File: config.mk
export PLATFORM = sky130hd
export DESIGN_NAME = rlt_timer
export DESIGN_NICKNAME = d
export VERILOG_FILES = /design/src/rlt_pkg.sv /design/src/rlt_timer.sv
export VERILOG_INCLUDE_DIRS = /design/src
export SDC_FILE = /design/constraint.sdc
export NUM_CORES = 1
export LEC_CHECK = 0
export BUFFER_PORTS_ARGS = -buffer_cell sky130_fd_sc_hd__buf_2
export CAP_MARGIN = 15
export CORE_ASPECT_RATIO = 1.4
export CORE_UTILIZATION = 51
export CTS_CLUSTER_SIZE = 28
export DETAILED_ROUTE_END_ITERATION = 16
export PLACE_DENSITY = 0.79
export SLEW_MARGIN = 20
export SYNTH_ARGS = -nofsm -noshare
export SYNTH_HDL_FRONTEND = slang
export SYNTH_SLANG_ARGS = --single-unit
File: constraint.sdc
create_clock -name sys_clk -period 5.1 [get_ports sys_clk]
set_clock_uncertainty 0.2 [all_clocks]
set_input_delay 0 -clock sys_clk [delete_from_list [all_inputs] [get_ports sys_clk]]
set_output_delay 0 -clock sys_clk [all_outputs]
set_load 0.01 [all_outputs]
File: src/rlt_cfg.svh
`ifndef RLT_CFG_SVH
`define RLT_CFG_SVH

// word indices; byte address is four times the index
`define RLT_CTL_IDX_BASE  10'h080
`define RLT_IDX_STRIDE    3
`define RLT_DATL_OFS      1
`define RLT_DATH_OFS      2
`define RLT_CFG_IDX_BASE  10'h0a0

// control register fields
`define RLT_CTL_RUN       0
`define RLT_CTL_RESTART   1
`define RLT_CTL_DIV_LO    2
`define RLT_CTL_DIV_HI    3
`define RLT_CTL_REPEAT    4
`define RLT_CTL_IE        6
`define RLT_CTL_DONE      7
`define RLT_CTL_RESET     8'h00

// source and output configuration fields
`define RLT_CFG_SRC_LO    0
`define RLT_CFG_SRC_HI    1
`define RLT_CFG_TOG       2
`define RLT_CFG_RESET     8'h00

// prescaler terminal counts (ratio minus one)
`define RLT_DIV4_LAST     8'h03
`define RLT_DIV16_LAST    8'h0f
`define RLT_DIV64_LAST    8'h3f
`define RLT_DIV256_LAST   8'hff

// timer family layout and input latencies in system clock edges
`define RLT_NUM_TIMERS    6
`define RLT_SRC_TIMERS    4
`define RLT_FIRST_OUT     4
`define RLT_EVT_LATENCY   5

`endif

File: src/rlt_pkg.sv
package rlt_pkg;
    // count source selection
    typedef enum logic [1:0] {
        RLT_SRC_SYS,
        RLT_SRC_PIN,
        RLT_SRC_RTC,
        RLT_SRC_NONE
    } rlt_src_t;

    // prescaler divide codes
    typedef enum logic [1:0] {
        RLT_DIV_4,
        RLT_DIV_16,
        RLT_DIV_64,
        RLT_DIV_256
    } rlt_div_t;
endpackage

File: src/rlt_timer.sv
// The implementer's own choices: register access over AHB-Lite and the register addresses.
`timescale 1ns/1ps
`include "rlt_cfg.svh"
// Summary of operation
// - reload one gives one prescaled tick time-out
// - reload zero wraps, giving 65536 ticks
// - time-out equals divide ratio times reload
// - single-pass end stops and clears run bit
// - continuous end reloads from reload registers
// - continuous mode repeats until run bit cleared
// - low-byte read latches high byte coherently
// - done flag set on step one to zero
// - loading zero never sets done flag
// - interrupt enable gates done flag to request
// - control read clears flag and request
// - control bits run, restart, repeat, enable, divider
// - timers 0-3 select clock, pin or slow oscillator
// - slow oscillator fall counts at second edge
// - pin events bypass prescaler, one per rise
// - pin rise updates counter at fifth edge
// - timers 4-5 toggle output at each end
// - toggle output off after reset
// - continuous toggle period is twice time-out
// - writing restart bit reloads and restarts
// - divider codes select 4, 16, 64, 256
// - reload writes share addresses with count reads
module rlt_timer #(
    parameter int TIMER_INDEX = 0,                // 0..5, picks addresses and features
    parameter int EVT_LATENCY = `RLT_EVT_LATENCY  // pin edge to counter update, in edges
) (
    input  wire logic        sys_clk,        // system clock, 100 MHz
    input  wire logic        reset,          // synchronous reset, active high
    input  wire logic        hsel,           // ahb slave select
    input  wire logic [31:0] haddr,          // ahb address
    input  wire logic [1:0]  htrans,         // ahb transfer type
    input  wire logic        hwrite,         // ahb write
    input  wire logic [2:0]  hsize,          // ahb size, word only
    input  wire logic        hready,         // ahb bus ready
    input  wire logic [31:0] hwdata,         // ahb write data
    output logic             hreadyout,      // always ready
    output logic             hresp,          // always okay
    output logic [31:0]      hrdata,         // ahb read data, registered
    input  wire logic        event_pin_a,    // event input for timers 0 and 2
    input  wire logic        event_pin_b,    // event input for timers 1 and 3
    input  wire logic        slow_osc_out,   // real-time oscillator output
    output logic             toggle_out_a,   // timer 4 toggle output
    output logic             toggle_out_a_oe,// timer 4 toggle drive enable
    output logic             toggle_out_b,   // timer 5 toggle output
    output logic             toggle_out_b_oe,// timer 5 toggle drive enable
    output logic             count_done_irq  // interrupt request, active high
);
    import rlt_pkg::*;

    // refuse settings the logic cannot serve
    if (TIMER_INDEX < 0 || TIMER_INDEX >= `RLT_NUM_TIMERS) begin : g_bad_index
        $error("timer index out of range");
    end
    if (EVT_LATENCY < 2) begin : g_bad_latency
        $error("event latency must be at least two edges");
    end

    localparam logic [9:0] CTL_IDX  = 10'(`RLT_CTL_IDX_BASE + `RLT_IDX_STRIDE * TIMER_INDEX);
    localparam logic [9:0] DATL_IDX = 10'(CTL_IDX + `RLT_DATL_OFS);
    localparam logic [9:0] DATH_IDX = 10'(CTL_IDX + `RLT_DATH_OFS);
    localparam logic [9:0] CFG_IDX  = 10'(`RLT_CFG_IDX_BASE + TIMER_INDEX);
    localparam bit         HAS_SRC  = TIMER_INDEX < `RLT_SRC_TIMERS;
    localparam bit         HAS_OUT  = TIMER_INDEX >= `RLT_FIRST_OUT;

    logic             wr_pend_reg;    // write data phase pending
    logic [9:0]       wr_idx_reg;     // word index of pending write
    logic [31:0]      hrdata_reg;     // read data for the data phase
    logic             run_reg;        // timer_run_bit
    logic             restart_reg;    // reload-and-restart enable
    rlt_div_t         div_reg;        // prescaler code
    logic             repeat_reg;     // repeat_select
    logic             ie_reg;         // interrupt enable
    logic             done_reg;       // count_done_flag
    rlt_src_t         src_reg;        // count source
    logic             tog_en_reg;     // toggle output enable
    logic [15:0]      reload_reg;     // reload_high_reg and reload_low_reg
    logic [15:0]      count_reg;      // down-counter
    logic [7:0]       high_latch_reg; // count_high_reg snapshot
    logic [7:0]       prescale_reg;   // prescaler
    logic [7:0]       prescale_last;  // prescaler terminal count
    logic [EVT_LATENCY-1:0] evt_pipe_reg; // event pin sampling pipeline
    logic             osc_q1_reg;     // oscillator sample
    logic             osc_q2_reg;     // oscillator sample, one edge older
    logic             toggle_reg;     // toggle output level
    logic             addr_take;
    logic             rd_take;
    logic [9:0]       rd_idx;
    logic             ctl_rd;
    logic             datl_rd;
    logic [7:0]       wr_data;
    logic             wr_ctl;
    logic             do_restart;
    logic             sel_pin;
    logic             pre_tick;
    logic             evt_tick;
    logic             rtc_tick;
    logic             cnt_tick;
    logic             eoc;
    logic [7:0]       ctl_value;

    // ahb address phase decode; single zero-wait slave
    assign addr_take = hsel && hready && htrans[1];
    assign rd_take   = addr_take && !hwrite;
    assign rd_idx    = haddr[11:2];
    assign ctl_rd    = rd_take && rd_idx == CTL_IDX;
    assign datl_rd   = rd_take && rd_idx == DATL_IDX;
    assign wr_data   = hwdata[7:0];
    assign wr_ctl    = wr_pend_reg && wr_idx_reg == CTL_IDX;
    assign hreadyout = 1'b1;
    assign hresp     = 1'b0;
    assign hrdata    = hrdata_reg;

    // remember the write so hwdata can be taken in its data phase
    always_ff @(posedge sys_clk) begin
        if (reset) begin
            wr_pend_reg <= 1'b0;
            wr_idx_reg  <= 10'h000;
        end else begin
            wr_pend_reg <= addr_take && hwrite;
            if (addr_take) begin
                wr_idx_reg <= rd_idx;
            end
        end
    end

    // control byte as software sees it; bit 5 reads zero
    assign ctl_value = {done_reg, ie_reg, 1'b0, repeat_reg, div_reg, restart_reg, run_reg};

    // read data is captured at the address edge, so side effects land there too
    always_ff @(posedge sys_clk) begin
        if (reset) begin
            hrdata_reg <= 32'h0000_0000;
        end else if (rd_take) begin
            if (rd_idx == CTL_IDX) begin
                hrdata_reg <= {24'h00_0000, ctl_value};
            end else if (rd_idx == DATL_IDX) begin
                hrdata_reg <= {24'h00_0000, count_reg[7:0]};
            end else if (rd_idx == DATH_IDX) begin
                hrdata_reg <= {24'h00_0000, high_latch_reg};
            end else if (rd_idx == CFG_IDX) begin
                hrdata_reg <= {29'h0000_0000, tog_en_reg, src_reg};
            end else begin
                hrdata_reg <= 32'h0000_0000;
            end
        end else begin
            hrdata_reg <= 32'h0000_0000;
        end
    end

    // high byte frozen on low-byte read; count keeps running
    always_ff @(posedge sys_clk) begin
        if (reset) begin
            high_latch_reg <= 8'h00;
        end else if (datl_rd) begin
            high_latch_reg <= count_reg[15:8];
        end
    end

    // control fields; a software write beats the single-pass self clear
    always_ff @(posedge sys_clk) begin
        if (reset) begin
            run_reg     <= 1'b0;
            restart_reg <= 1'b0;
            div_reg     <= RLT_DIV_4;
            repeat_reg  <= 1'b0;
            ie_reg      <= 1'b0;
        end else if (wr_ctl) begin
            run_reg     <= wr_data[`RLT_CTL_RUN];
            restart_reg <= wr_data[`RLT_CTL_RESTART];
            div_reg     <= rlt_div_t'(wr_data[`RLT_CTL_DIV_HI:`RLT_CTL_DIV_LO]);
            repeat_reg  <= wr_data[`RLT_CTL_REPEAT];
            ie_reg      <= wr_data[`RLT_CTL_IE];
        end else if (eoc && !repeat_reg) begin
            run_reg     <= 1'b0;
        end
    end

    // source and toggle configuration; fixed for timers without the feature
    always_ff @(posedge sys_clk) begin
        if (reset) begin
            src_reg    <= RLT_SRC_SYS;
            tog_en_reg <= 1'b0;
        end else if (wr_pend_reg && wr_idx_reg == CFG_IDX) begin
            if (HAS_SRC) begin
                src_reg <= rlt_src_t'(wr_data[`RLT_CFG_SRC_HI:`RLT_CFG_SRC_LO]);
            end
            tog_en_reg <= HAS_OUT && wr_data[`RLT_CFG_TOG];
        end
    end

    // reload bytes sit behind the count read addresses
    always_ff @(posedge sys_clk) begin
        if (reset) begin
            reload_reg <= 16'h0000;
        end else if (wr_pend_reg && wr_idx_reg == DATL_IDX) begin
            reload_reg[7:0] <= wr_data;
        end else if (wr_pend_reg && wr_idx_reg == DATH_IDX) begin
            reload_reg[15:8] <= wr_data;
        end
    end

    // divide code to terminal count
    always_comb begin
        unique case (div_reg)
            RLT_DIV_4:   prescale_last = `RLT_DIV4_LAST;
            RLT_DIV_16:  prescale_last = `RLT_DIV16_LAST;
            RLT_DIV_64:  prescale_last = `RLT_DIV64_LAST;
            RLT_DIV_256: prescale_last = `RLT_DIV256_LAST;
        endcase
    end

    assign do_restart = wr_ctl && wr_data[`RLT_CTL_RESTART];
    assign pre_tick   = prescale_reg == prescale_last;

    // prescaler restarts with the timer so the first period is full length
    always_ff @(posedge sys_clk) begin
        if (reset) begin
            prescale_reg <= 8'h00;
        end else if (!run_reg || do_restart || pre_tick) begin
            prescale_reg <= 8'h00;
        end else begin
            prescale_reg <= prescale_reg + 8'h01;
        end
    end

    // pin and oscillator sampling; pins are already synchronous
    assign sel_pin = (TIMER_INDEX % 2 == 0) ? event_pin_a : event_pin_b;
    always_ff @(posedge sys_clk) begin
        if (reset) begin
            evt_pipe_reg <= '0;
            osc_q1_reg   <= 1'b0;
            osc_q2_reg   <= 1'b0;
        end else begin
            evt_pipe_reg <= {evt_pipe_reg[EVT_LATENCY-2:0], sel_pin};
            osc_q1_reg   <= slow_osc_out;
            osc_q2_reg   <= osc_q1_reg;
        end
    end

    // event rate above half the clock merges edges in this pipeline
    assign evt_tick = evt_pipe_reg[EVT_LATENCY-2] && !evt_pipe_reg[EVT_LATENCY-1];
    assign rtc_tick = osc_q2_reg && !osc_q1_reg;

    // tick source select; pin and oscillator bypass the prescaler
    always_comb begin
        unique case (src_reg)
            RLT_SRC_SYS:  cnt_tick = run_reg && pre_tick;
            RLT_SRC_PIN:  cnt_tick = run_reg && evt_tick;
            RLT_SRC_RTC:  cnt_tick = run_reg && rtc_tick;
            RLT_SRC_NONE: cnt_tick = 1'b0;
        endcase
    end

    // end of count only on the step from one to zero
    assign eoc = cnt_tick && count_reg == 16'h0001;

    // down-counter
    always_ff @(posedge sys_clk) begin
        if (reset) begin
            count_reg <= 16'h0000;
        end else if (do_restart) begin
            count_reg <= reload_reg;
        end else if (cnt_tick) begin
            if (eoc && repeat_reg) begin
                count_reg <= reload_reg;
            end else begin
                count_reg <= count_reg - 16'h0001;
            end
        end
    end

    // sticky done flag; a new end beats a simultaneous control read
    always_ff @(posedge sys_clk) begin
        if (reset) begin
            done_reg <= 1'b0;
        end else if (eoc) begin
            done_reg <= 1'b1;
        end else if (ctl_rd) begin
            done_reg <= 1'b0;
        end
    end

    assign count_done_irq = done_reg && ie_reg;

    // toggle output flips once per end, so its period is two time-outs
    always_ff @(posedge sys_clk) begin
        if (reset) begin
            toggle_reg <= 1'b0;
        end else if (HAS_OUT && tog_en_reg && eoc) begin
            toggle_reg <= !toggle_reg;
        end
    end

    assign toggle_out_a    = (TIMER_INDEX == `RLT_FIRST_OUT) && toggle_reg;
    assign toggle_out_a_oe = (TIMER_INDEX == `RLT_FIRST_OUT) && tog_en_reg;
    assign toggle_out_b    = (TIMER_INDEX == `RLT_FIRST_OUT + 1) && toggle_reg;
    assign toggle_out_b_oe = (TIMER_INDEX == `RLT_FIRST_OUT + 1) && tog_en_reg;
endmodule

Word-level counts from Yosys, hierarchy flattened
Cells that the tools add are included.

Output and inout port bits: 39. Input bits: 77. Flip-flop bits (word level): 107. Word-level logic and storage cells: 90.

Reduce and logical (&&, ||, !) cells: 37. Bitwise gates (word level): 2. Equality and inequality tests: 16. $add $sub $neg: 2. Mux-type cells: 13.

Operators with widths (count): $eq A10 B8 Y1 const B (8); $mux W16 (3); $pmux W8 S4 (1); $mux W8 (3); $logic_and A1 B1 Y1 (20); $eq A16 B1 Y1 const B (1); $sub A16 B1 Y16 const B (1); $add A8 B1 Y8 const B (1); $eq A2 B2 Y1 const B (4); $eq A8 B8 Y1 (1); $reduce_bool A2 Y1 (3); $logic_not A1 Y1 (5); $reduce_or A5 Y1 (1); $eq A2 B1 Y1 const B (2); $logic_not A2 Y1 (2); $mux W1 (4); $pmux W1 S4 (1); $reduce_or A2 Y1 (2); $reduce_or A3 Y1 (1); $logic_or A1 B1 Y1 (2); $mux W2 (1); $not A1 Y1 (2); $reduce_and A2 Y1 (1).

Logic depth before layout (Yosys ltp)
Depth in word-level cells: 10. Depth in mapped cells: 10. Depth with buffers taken out: 8.

Worst setup path before layout
No wires, ideal clock.

Path type: flip-flop to flip-flop. Start: reg count_reg[9]. End: reg count_reg[3]. Required time: 4.813 ns. Buffers on the path: 3. Stages on the path, launching flop included: 10. Clock period less this slack: 2.736 ns. Arrival: 2.449 ns. Path slack: 2.364 ns. Setup time: 0.087 ns. Cells stage by stage: dfxtp_1 > or4_4 > or4_4 > buf_6 > or2_1 > buf_6 > a2111oi_4 > buf_6 > o21ai_0 > o31ai_1.

Word-level cells in the longest chain between the ends: 6.

Ends and longest elaborated chain: start, declared (RTL line rlt_timer.sv:81) `logic [15:0] count_reg;`; start signal, assigned (RTL line rlt_timer.sv:266) `count_reg <= reload_reg;`; start signal, assigned (RTL line rlt_timer.sv:269) `count_reg <= reload_reg;`; start signal, assigned (RTL line rlt_timer.sv:271) `count_reg <= count_reg - 16'h0001;`; $eq A16 B1 Y1 (RTL line rlt_timer.sv:259) `assign eoc = cnt_tick && count_reg == 16'h0001;`; $logic_and A1 B1 Y1 (RTL line rlt_timer.sv:259); $logic_and A1 B1 Y1 (RTL line rlt_timer.sv:268) `if (eoc && repeat_reg) begin`; $mux W16 (RTL line rlt_timer.sv:268); $mux W16 (RTL line rlt_timer.sv:267) `end else if (cnt_tick) begin`; $mux W16 (RTL line rlt_timer.sv:265) `end else if (do_restart) begin`.

No other way between the ends. The select of a mux whose other input is x is not followed. A chain may end at the register's enable or synchronous reset.

Worst setup path after layout
Ends and elaborated chain as after synthesis.

==> metrics.md <==
| Metric | Value |
|---|---|
| Status | finished clean |
| CTS Buf Count | 9 |
| Async SR Flop Fraction | 0% |
| Critical path buffers and inverters | 0 |
| Tcrit/Tclk final | about 60% |
| Hold Path Sink | src_reg[0]$_SDFFE_PP0P_ |
| Worst-Margin Slew | about 1000 ps |
| Final Net Count | 602 |
| Drc violations | 0 |
| Worst hold path type | input pin to flop |
| Seq/Total Area, Yosys | between 40% and 50% |
| Gate count of the mapped netlist | 460 |
| DP Wirelength | 6568 µm |
| Clk Latency, worst-skew pair | approximately 370 ps |
| Detail Route Antenna Nets | 0 |
| CP Data Required Time | a little over 5000 ps |
| Htree depth | 3 |
| CTS Sinks | just over 80 |
| Max Cap Viol | 0 |
| CP cell instances | or4_4, or4_4, or2_1, a2111oi_4, o21ai_0, o31ai_1 |
| Most frequent cell on the critical path | or4_4 |
| Area Overhead vs Synth | 15.96% |
| GR Overflow Total | 0 |
| Full die area | between 8000 and 9000 µm² |
| PortBufs | 34 |
| Max VDD drop | around 0.00016 V |
| Total GRT Usage | between 20% and 30% |
| Core Util, Final | 61.61% |
| Area post-placement | 4086 µm² |
| Worst hold stages | 3 |
| Relative slew margins | between 20% and 30% |
| Worst Path Arrival | roughly 3200 ps |
| Nature of the critical path startpoint | flop |
| Layout cells sized above 1 | approximately an eighth |
| Pre-antenna DRT Iters | 7 |
| Antenna violations before repair | 0 |
| Dpl ws | between 1500 and 2000 ps |
| Syn avg cell area | about 8.6 µm² |
| Crit Path Class | flop to flop |
| Fin worst setup slack | about 2000 ps |
| Max incr delay on CP | ~640 ps |
| Setup TNS | 0 ps |
| Power consumption | between 0.001 and 0.0015 W |
| Vias in the first global route | 3418 |
| Die width | ~76 µm |
| # setup viols final | 0 |
| Die Span Y | between 100 and 150 µm |
| RSZ-0062 raised after global routing | no |
| CTS tree | yes |
| Worst reg-to-reg path cell count | 6 |
| Critical Path End Type | flop |
| Mapped cell area | between 3000 and 4000 µm² |
| First-pass GRT wire length | 16130 µm |
| DRC marker count from the first detailed-route iteration | 327 |
| Core area | roughly 7500 µm² |
| Drt wl/cell | between 15 and 20 µm |
| Max Fclk | between 300 and 400 MHz |
| N_diodes | 0 |
| Post-synth EDFFs | 0 |
| Critical path peak fanout | 11 |
| Clock edge transition at the registers on the reported setup and hold paths | around 80 ps |
| Finished Cell Area | 4592 µm² |
| Post-Route WL | 9815 µm |
| Pwr dens | around 260 nW/µm² |
| Crit path time final | 3152 ps |
| Num ports | ~120 |
| Final Wtd Congestion | 0.8991 |
| Max clock buf depth | 2 |
| Worst R2R Setup Slack | between 1500 and 2000 ps |
| Clock root buffer | clkbuf_8 |
| Reg2reg end | count_reg[3]$_SDFFE_PP0P_ |
| CP max-delay cell | a2111oi_4 |
| Via density per instance | between 5 and 6 |
| Synth warn | 0 |
| Reg2reg start | count_reg[9]$_SDFFE_PP0P_ |
| Number of synthesized register bits | 83 |
| Setup bufs post-CTS | 0 |
| Leakage | between 1.5 and 2 nW |
| Dominant synthesized flop cell | dfxtp_1 |
| Hold_sp | reset |
| Initial Util | 53.13% |
| CP top delay family | simple AND/OR/NAND/NOR gates |
| Slew Limit Fails | 0 |
| Rows | 37 |
| Netlist cell types | 55 |
| Final Hold Viols | 0 |
| Pin count of the biggest net entering global routing | 65 |
| Routed via count | approximately 3600 |
==> cells in the mapped netlist, drive strengths merged, types with 9 or more instances <==
library cell,instances,share of area [%]
inv,9,0.85
nor2b,10,1.6
dfxtp,83,42
nand2,43,4.1
nand3,19,2.4
o211ai,15,2.8
a21oi,31,3.9
mux2i,24,6.1
nor3,12,1.5
nor2,55,5.2
clkbuf,16,1.5
o21ai,16,2.0
buf,35,6.8
==> area by class of cell <==
type | count | area, µm²
Timing Repair Buffer | 71 | 525.5
Sequential cell | 83 | 1662
Fill cell | 670 | 2861
Tap cell | 97 | 121.4
Inverter | 9 | 33.78
Clock inverter | 4 | 50.05
Clock buffer | 12 | 145.1
Multi-Input combinational cell | 345 | 2054
==> logic make-up (layout without fill, tap and decap cells) <==
group	Yosys count	count (layout)	share of synthesized area, %
and+or+nand+nor	188	188	23.86
AOI/OAI and AO/OA	92	92	15.80
other	2	30	0.1896
DFF	83	83	41.96
buffers and inverters	60	96	9.131
xor gates and xnor gates	5	5	1.106
muxes	24	24	6.066
adders and majority gates	6	6	1.896
==> layout by cell type, fill, tap and decap left out, types with 9 or more instances in the layout <==
master and instances:
mux2i_1 24, nor2_1 55, nand3_1 19, dfxtp_1 83
nor3_1 12, inv_1 9, dlygate4sd3_1 31, conb_1 30
buf_2 34, clkbuf_8 10, o21ai_0 11, a21oi_1 31
o211ai_1 15, nand2_1 43, nor2b_1 10
==> what timing repair did <==
| action | in CTS | in global routing |
|---|---|---|
| hold endpoints to repair | 53 | 0 |
| hold buffers | 31 | 0 |
| resized for setup | 0 | 0 |
==> stage by stage <==
stage / cells / hold slack [ps]
floorplan: 488 / -71.82
global placement: 574 / 9.828
detailed placement: 574 / 16.13
CTS: 621 / 12.98
global route: 621 / 64.86
finish: 621 / 42.99
==> worst min-delay path, cell delays in order <==
cell,delay [ps]
buf_2,90
buf_4,310
nor2_1,160
==> metal layers <==
metal | global-route usage (%) | part of all wire, % | vias to the layer above
li1 | - | - | 1710
met1 | 28.44 | 40 | 1733
met2 | 43.89 | 50 | 154
met3 | 5.751 | 5.2 | 36
met4 | 17.86 | 4.8 | 0
met5 | 0 | 0 | -
==> report_power, final <==
group	switching, W	total, W	internal (W)
Sequential	0.00000313	0.000655	0.000652
Combinational	0.0000394	0.0000664	0.0000270
Clock	0.000237	0.000476	0.000239
Total	0.000279	0.00120	0.000918
==> how the worst max path moves through the flow <==
stage | to | from | cells after the start
after floorplan | count_reg[3]$_SDFFE_PP0P_ | count_reg[9]$_SDFFE_PP0P_ | 9
after detailed placement | count_reg[3]$_SDFFE_PP0P_ | count_reg[9]$_SDFFE_PP0P_ | 6
after CTS | count_reg[3]$_SDFFE_PP0P_ | count_reg[9]$_SDFFE_PP0P_ | 6
after global routing | count_reg[3]$_SDFFE_PP0P_ | count_reg[9]$_SDFFE_PP0P_ | 6
after global placement | count_reg[3]$_SDFFE_PP0P_ | count_reg[9]$_SDFFE_PP0P_ | 6
final | count_reg[3]$_SDFFE_PP0P_ | count_reg[9]$_SDFFE_PP0P_ | 6
(Power assumes the default switching activity.)
